===== config.mk =====
export PLATFORM = sky130hd
export DESIGN_NAME = pcrh_core
export DESIGN_NICKNAME = d
export VERILOG_FILES = /design/src/pcrh_pkg.sv /design/src/pcrh_core.sv /design/src/pcrh_stack.sv
export SDC_FILE = /design/constraint.sdc
export NUM_CORES = 1
export LEC_CHECK = 0
export BUFFER_PORTS_ARGS = -buffer_cell sky130_fd_sc_hd__buf_2
export CAP_MARGIN = 20
export CORE_ASPECT_RATIO = 0.5
export CORE_MARGIN = 5
export CORE_UTILIZATION = 40
export CTS_BUF_LIST = sky130_fd_sc_hd__clkbuf_4 sky130_fd_sc_hd__clkbuf_8
export DETAILED_ROUTE_END_ITERATION = 16
export GPL_TIMING_DRIVEN = 1
export PLACE_DENSITY = 0.63
export SKIP_CTS_REPAIR_TIMING = 1
export SYNTH_ARGS = -nofsm -noshare
export SYNTH_HDL_FRONTEND = slang
export SYNTH_SLANG_ARGS = --single-unit

===== constraint.sdc =====
create_clock -name clk_i -period 4.3 [get_ports clk_i]
set_clock_uncertainty 0.15 [all_clocks]
set_input_delay 0 -clock clk_i [delete_from_list [all_inputs] [get_ports clk_i]]
set_output_delay 0 -clock clk_i [all_outputs]
set_load 0.03 [all_outputs]

===== src/pcrh_pkg.sv =====
`default_nettype none
package pcrh_pkg;
	// program counter width for the largest variant; the 2K and 4K variants mask high bits
	localparam int PC_W = 13;
	localparam int SP_W = 3;
	localparam int STK_DEPTH = 5;
	localparam logic [PC_W-1:0] PC_RESET = 13'h0000;
	localparam logic [PC_W-1:0] CALL_LIMIT = 13'h07FF;
	localparam logic [SP_W-1:0] SP_RESET = 3'h5;
	localparam logic [SP_W-1:0] SP_HANG_MIN = 3'h6;
	// variant program memory ends
	localparam logic [PC_W-1:0] ROM_END_2K = 13'h07FF;
	localparam logic [PC_W-1:0] ROM_END_4K = 13'h0FFF;
	localparam logic [PC_W-1:0] ROM_END_6K = 13'h17FF;
	localparam logic [PC_W-1:0] ROM_END_8K = 13'h1FFF;
	// sequencing operations
	typedef enum logic [6:0] {
		PCRH_OP_NEXT = 7'h01,
		PCRH_OP_BRANCH = 7'h02,
		PCRH_OP_CALL_DIR = 7'h04,
		PCRH_OP_CALL_IND = 7'h08,
		PCRH_OP_RET = 7'h10,
		PCRH_OP_PUSH = 7'h20,
		PCRH_OP_POP = 7'h40
	} pcrh_op_t;
	// variant selection codes
	localparam logic [1:0] VAR_2K = 2'h0;
	localparam logic [1:0] VAR_4K = 2'h1;
	localparam logic [1:0] VAR_6K = 2'h2;
	localparam logic [1:0] VAR_8K = 2'h3;
endpackage
`default_nettype wire


===== src/pcrh_core.sv =====
// Functional notes
// low reset input resets the processor
// clock held off while reset low
// hang-up low on watchdog or stack fault
// low-voltage detect also drives hang-up low
// external interrupt input sampled as request
// counter width 11, 12 or 13 bits
// counter cleared to zero on reset
// counter addresses sixteen-bit program memory
// code, vectors, tables share fetch path
// branches and table reads reach all memory
// direct call limited to 0000H..07FFH
// calls and interrupts push return address
// hang-up low when pointer six or more
// eight-value pointer, down push, up pop
// counter increments unless loaded
// hang-up fed back resets like external
`timescale 1ns/1ps
`default_nettype none
module pcrh_core (
	// clock and reset
	input wire logic clk_i,
	input wire logic rst_b_i,
	// variant and supervision
	input wire logic [1:0] variant_i,
	input wire logic wdt_overflow_i,
	input wire logic lvd_fitted_i,
	input wire logic lvd_low_i,
	input wire logic hang_feedback_i,
	// sequencing requests
	input wire logic fetch_i,
	input wire pcrh_pkg::pcrh_op_t op_i,
	input wire logic [pcrh_pkg::PC_W-1:0] target_i,
	input wire logic table_first_i,
	input wire logic table_second_i,
	input wire logic [pcrh_pkg::PC_W-1:0] addr_reg_i,
	// interrupts
	input wire logic ext_int_i,
	input wire logic int_accept_i,
	input wire logic [pcrh_pkg::PC_W-1:0] int_vector_i,
	// program memory
	output logic [pcrh_pkg::PC_W-1:0] rom_addr_o,
	output logic [pcrh_pkg::PC_W-1:0] prog_counter_o,
	output logic [pcrh_pkg::SP_W-1:0] stack_level_ptr_o,
	output logic [pcrh_pkg::PC_W-1:0] return_addr_o,
	output logic int_req_o,
	output logic save_sys_o,
	output logic clk_run_o,
	// hang-up open-drain pin
	output logic hang_up_out_n_o,
	output logic hang_up_out_n_oe_o
);
	import pcrh_pkg::*;

	typedef struct packed {
		logic [PC_W-1:0] pc;
		logic int_req;
		logic save_sys;
		logic wdt_hit;
	} pcrh_state_t;

	pcrh_state_t st_q, st_d;
	logic sys_rst_b;
	logic push, pop, stk_hang;
	logic [PC_W-1:0] stk_top;
	logic [PC_W-1:0] pc_mask;

	// mask the counter to the variant's memory size
	function automatic logic [PC_W-1:0] rom_end(input logic [1:0] v);
		case (v)
			VAR_2K: rom_end = ROM_END_2K;
			VAR_4K: rom_end = ROM_END_4K;
			VAR_6K: rom_end = ROM_END_6K;
			default: rom_end = ROM_END_8K;
		endcase
	endfunction

	// both reset sources merge; feedback assumed already synchronous
	assign sys_rst_b = rst_b_i && hang_feedback_i;
	assign clk_run_o = sys_rst_b;
	assign pc_mask = (variant_i == VAR_2K) ? 13'h07FF : (variant_i == VAR_4K) ? 13'h0FFF : 13'h1FFF;

	// push on call, push, table first cycle, accepted interrupt
	always_comb begin
		push = int_accept_i || table_first_i;
		pop = table_second_i;
		if (fetch_i && !int_accept_i) begin
			case (op_i)
				PCRH_OP_CALL_DIR, PCRH_OP_CALL_IND, PCRH_OP_PUSH: push = 1'b1;
				PCRH_OP_RET, PCRH_OP_POP: pop = 1'b1;
				default: ;
			endcase
		end
	end

	pcrh_stack u_stack (
		.clk_i(clk_i),
		.rst_b_i(sys_rst_b),
		.push_i(push),
		.pop_i(pop),
		.push_data_i((op_i == PCRH_OP_PUSH && !int_accept_i && !table_first_i) ? addr_reg_i : st_q.pc),
		.top_o(stk_top),
		.ptr_o(stack_level_ptr_o),
		.hang_o(stk_hang)
	);

	// next program counter value
	always_comb begin
		st_d = st_q;
		st_d.int_req = ext_int_i;
		st_d.save_sys = int_accept_i;
		st_d.wdt_hit = st_q.wdt_hit | wdt_overflow_i;
		if (int_accept_i) begin
			st_d.pc = int_vector_i & pc_mask;
		end else if (fetch_i) begin
			case (op_i)
				PCRH_OP_BRANCH: st_d.pc = target_i & pc_mask;
				PCRH_OP_CALL_DIR: st_d.pc = target_i & CALL_LIMIT;
				PCRH_OP_CALL_IND: st_d.pc = addr_reg_i & pc_mask;
				PCRH_OP_RET: st_d.pc = stk_top & pc_mask;
				default: st_d.pc = (st_q.pc + 13'h0001) & pc_mask;
			endcase
		end
		if (st_d.pc > rom_end(variant_i)) begin
			st_d.pc = PC_RESET;
		end
	end

	always_ff @(posedge clk_i or negedge sys_rst_b) begin
		if (!sys_rst_b) begin
			st_q <= '0;
		end else begin
			st_q <= st_d;
		end
	end

	// table reads use the address register through the same fetch path
	assign rom_addr_o = table_second_i ? (addr_reg_i & pc_mask) : st_q.pc;
	assign prog_counter_o = st_q.pc;
	assign return_addr_o = stk_top;
	assign int_req_o = st_q.int_req;
	assign save_sys_o = st_q.save_sys;
	// open drain: drive low only, release otherwise
	assign hang_up_out_n_o = 1'b0;
	assign hang_up_out_n_oe_o = st_q.wdt_hit || stk_hang || (lvd_fitted_i && lvd_low_i);
endmodule
`default_nettype wire


===== src/pcrh_stack.sv =====
`timescale 1ns/1ps
`default_nettype none
module pcrh_stack (
	// clock and reset
	input wire logic clk_i,
	input wire logic rst_b_i,
	// stack operations
	input wire logic push_i,
	input wire logic pop_i,
	input wire logic [pcrh_pkg::PC_W-1:0] push_data_i,
	// state
	output logic [pcrh_pkg::PC_W-1:0] top_o,
	output logic [pcrh_pkg::SP_W-1:0] ptr_o,
	output logic hang_o
);
	import pcrh_pkg::*;

	typedef struct packed {
		logic [SP_W-1:0] ptr;
		logic [STK_DEPTH-1:0][PC_W-1:0] mem;
	} pcrh_stk_t;

	pcrh_stk_t s_q, s_d;
	logic [SP_W-1:0] dec_ptr;

	// push decrements first then writes; wrap of 0 to 7 is the overflow case
	always_comb begin
		s_d = s_q;
		dec_ptr = s_q.ptr - 3'h1;
		if (push_i && !pop_i) begin
			s_d.ptr = dec_ptr;
			if (dec_ptr < 3'(STK_DEPTH)) begin
				s_d.mem[dec_ptr] = push_data_i;
			end
		end else if (pop_i && !push_i) begin
			s_d.ptr = s_q.ptr + 3'h1;
		end
	end

	always_ff @(posedge clk_i or negedge rst_b_i) begin
		if (!rst_b_i) begin
			s_q <= '0;
			s_q.ptr <= SP_RESET;
		end else begin
			s_q <= s_d;
		end
	end

	// slots 5..7 do not exist; reading them returns zero
	assign top_o = (s_q.ptr < 3'(STK_DEPTH)) ? s_q.mem[s_q.ptr] : '0;
	assign ptr_o = s_q.ptr;
	assign hang_o = (s_q.ptr >= SP_HANG_MIN);
endmodule
`default_nettype wire


==> flow_metrics.py <==
metrics = {
    "sta": {
        "setup_tns_ns": 0,
        "worst_pin_slew_ns": 0.984,
        "finalHoldViolCount": 24,
        "max-slew-margin-rel_pct": 34.2,
        "fmax_mhz": 285,
        "whs_ns": -0.0395,
        "finalSetupViolCount": 0,
        "slew_violations": 0,
        "period_share_pct": 81.7,
        "min_period_ns": 3.51,
        "rsz0062_at_grt": "no",
    },
    "global_route": {
        "grt.overflow.total": 0,
        "use_met2_pct": 33.0,
        "use_met1_pct": 31.0,
        "met3_usage_pct": 3.47,
        "gr-max-usage-layer": "met2",
        "grt_util_all_layers_pct": 21.2,
        "grt_pass1_vias": 4893,
        "antenna_found_initial": 1,
        "grt_pass1_wl_mm": 27.6,
        "grt_max_degree": 44,
    },
    "floorplan": {
        "die_h_um": 93.2,
        "io_pins": 106,
        "start_util_pct": 40.9,
        "die_area_um2": 16500,
        "fp.coreArea_um2": 13600,
        "std_cell_rows": 30,
        "die_w_um": 176,
    },
    "critical_path": {
        "critical_path_class": "reg2reg",
        "cp-end-kind": "register",
        "crit_arrival_ns": 3.66,
        "path_max_fanout": 20,
        "slowest_stage": "dfstp_2",
        "r2r_cells": 10,
        "required_ns": 4.45,
        "crit_chain": "mux4_2, nand2_1, o21ai_0, a221oi_1, o21ai_0, ha_1, and2_1, nand4_2, buf_4, o21ai_2",
        "setup.worst_path.start_class": "register",
        "cpMostUsedCell": "o21ai_0",
        "max_stage_delay_ns": 0.80,
    },
    "placed_design": {
        "port_buffers": 104,
        "dp_hpwl_mm": 12.7,
        "dp_cells": 868,
        "place.gp.congestion": 0.909,
    },
    "synth": {
        "netlist_area_um2": 5540,
        "seq_area_frac_synth_pct": 38.0,
        "synth_top_family_by_area": "compound AO/OA/AOI/OAI gates",
        "synth_mux_area_share_pct": 9.44,
        "synth_area_per_cell_um2": 8.91,
        "synth_edf_count": 0,
        "async_flop_share_pct": 100,
        "synthAdderAreaFrac_pct": 1.58,
        "yosys-top-cells-area": "dfrtp_1, mux2i_1, nand2_1",
        "yosysTopAreaCell": "dfrtp_1",
        "synth_xor_area_share_pct": 2.35,
        "synthSimpleGateAreaFrac_pct": 17.6,
        "ys_seq_elements": 84,
        "yosysTopAreaCellShare_pct": 37.0,
        "yosysUniqueCellTypes": 77,
        "syn_nets": 688,
        "synthCells": 622,
        "ys.flop_type": "dfrtp_1",
        "synth_compound_area_share_pct": 23.6,
        "yosys_warnings": 0,
    },
    "route": {
        "drt-wirelength-per-cell_um": 19.3,
        "vias": 5089,
        "viasPerCell": 5.68,
        "drc": 0,
        "routed_wl_mm": 17.3,
        "dr.pass1.iters": 5,
        "initialDrtViolationCount": 434,
        "antenna_left": 0,
    },
    "layout": {
        "num-nets-final": 765,
        "fill_cells": 1325,
        "fin_cells": 896,
        "drive_gt1_share_pct": 25.6,
        "syn2layout_area_growth_pct": 15.7,
        "diodes": 0,
    },
    "pwr": {
        "powerDensity_nw_per_um2": 590,
        "seqPwrFrac_pct": 36.7,
        "sw_frac_of_total_pct": 44.6,
        "p_sw_mw": 1.69,
        "power_frac_clock_pct": 17.7,
        "intPower_mw": 2.10,
        "peakVddDrop_uv": 240,
        "pwr-share-comb_pct": 45.6,
        "p_leak_nw": 2.92,
    },
    "hold_path": {
        "holdCritPathClass": "in2reg",
        "hold_depth": 3,
    },
    "clock_tree": {
        "cts_tree": "built",
        "cts_max_level": 3,
        "path_clk_slew_ns": 0.10,
        "cts_root_buf": "clkbuf_8",
        "clk-insertion-delay-late_ns": 0.37,
        "cts_sinks": 84,
        "cts_buffers": 9,
        "clock_path_buffers": 2,
    },
    "run_status": {
        "violations": "hold timing",
        "outcome": "finished with violations",
    },
    "run": {
        "drv_cap": 0,
    },
}
==> synthesized netlist by cell type (all sizes together), types with 5 or more instances <==
| master | number |
|---|---|
| a21o | 5 |
| a21oi | 42 |
| a221oi | 6 |
| a31oi | 5 |
| and2 | 7 |
| buf | 40 |
| clkbuf | 23 |
| dfrtp | 82 |
| ha | 7 |
| inv | 11 |
| mux2 | 12 |
| mux2i | 32 |
| nand2 | 85 |
| nand3 | 14 |
| nand4 | 12 |
| nor2 | 41 |
| nor3 | 12 |
| o211ai | 5 |
| o21a | 6 |
| o21ai | 66 |
| o22ai | 11 |
| o2bb2ai | 7 |
| xnor2 | 9 |
| xor2 | 5 |
==> through the flow <==
step / setup slack (ns) / instance area, µm² / power [mW] / util, %
3_3_place_gp: 0.898 / 6040 / 3.08 / 44.6
4_1_cts: 0.820 / 6270 / 3.79 / 46.3
3_5_place_dp: 0.852 / 6040 / 3.12 / 44.6
2_1_floorplan: 0.967 / 5540 / 2.65 / -
6_report: 0.786 / 6410 / 3.78 / 47.3
5_1_grt: 0.573 / 6410 / 4.05 / 47.3
==> path summary, 6_finish.rpt <==
path | slack (ns) | from | to
setup / recovery | 0.79 | u_stack.ptr_o[0] | prog_counter_o[10]
hold reg to reg | 0.33 | st_q[0] | st_q[0]
max in group asynchronous | 3.29 | rst_b_i | u_stack.ptr_o[2]
min in group asynchronous | 0.18 | hang_feedback_i | u_stack.s_q[46]
setup reg to reg | 0.79 | u_stack.ptr_o[0] | prog_counter_o[10]
hold / removal | -0.04 | addr_reg_i[4] | u_stack.s_q[43]
==> cell type report <==
type	count	area, µm²	area share (%)
sequential	84	2100	32.8
clock buffer	10	138	2.15
timing repair buffer	129	756	11.8
inverter	11	41.3	0.644
tap	192	240	3.75
clock inverter	6	93.8	1.46
multi-input combinational	464	3040	47.4
==> routing by layer <==
layer	vias to the layer above	routed length [µm]
li1	2392	-
met1	2479	8280
met2	196	7780
met3	22	1040
met4	0	229
met5	-	0
==> sequential cells by signal (all words and copies together) (netlist names) <==
register        count
u_stack.ptr_o       3
prog_counter_o     13
u_stack.s_q        65
save_sys_o          1
st_q                1
int_req_o           1
==> critical path: cells and delay by family, from the launching register on <==
family / cells / cell delay [ns]
adder cells (fa/ha/maj): 1 / 0.31
multiplexers: 1 / 0.56
AO/OA/AOI/OAI: 4 / 0.90
buffers and inverters: 1 / 0.28
AND/OR/NAND/NOR: 3 / 0.44
flip-flops: 1 / 0.80
==> logic make-up (layout without fill, tap and decap cells) <==
logic type | count (synthesis) | after routing
buffers and inverters | 74 | 156
AND/OR/NAND/NOR | 200 | 200
multiplexers | 47 | 47
adder cells (fa/ha/maj) | 7 | 7
AO/OA/AOI/OAI | 195 | 195
XOR/XNOR | 14 | 14
other | 1 | 1
flip-flops | 84 | 84
==> cells in the final DEF, fill, tap and decap left out, types with 6 or more instances in the layout <==
cell / Yosys / layout
inv_1: 11 / 11
o2bb2ai_1: 7 / 7
nor2_1: 40 / 40
nor3_1: 10 / 9
a221oi_1: 6 / 6
nand2_1: 85 / 85
o22ai_1: 11 / 11
dfrtp_1: 82 / 82
buf_2: 11 / 104
mux2i_1: 32 / 32
clkbuf_8: 0 / 10
a21oi_1: 42 / 42
mux2_2: 12 / 12
nand4_1: 11 / 11
nand3_1: 13 / 13
o21a_1: 6 / 6
dlygate4sd3_1: 0 / 11
o21ai_0: 54 / 54
xnor2_1: 8 / 8
o21ai_2: 8 / 8
and2_1: 7 / 6
ha_1: 7 / 7
buf_4: 23 / 13
==> power groups by stage <==
| stage | clock [mW] | combinational [mW] | sequential, mW |
|---|---|---|---|
| final | 0.671 | 1.72 | 1.39 |
| after global routing | 0.711 | 1.91 | 1.44 |
| after CTS | 0.685 | 1.72 | 1.39 |
| after detailed placement | 0 | 1.72 | 1.40 |
| after global placement | 0 | 1.68 | 1.40 |
| after floorplan | 0 | 1.40 | 1.26 |
(Power assumes the default switching activity.)
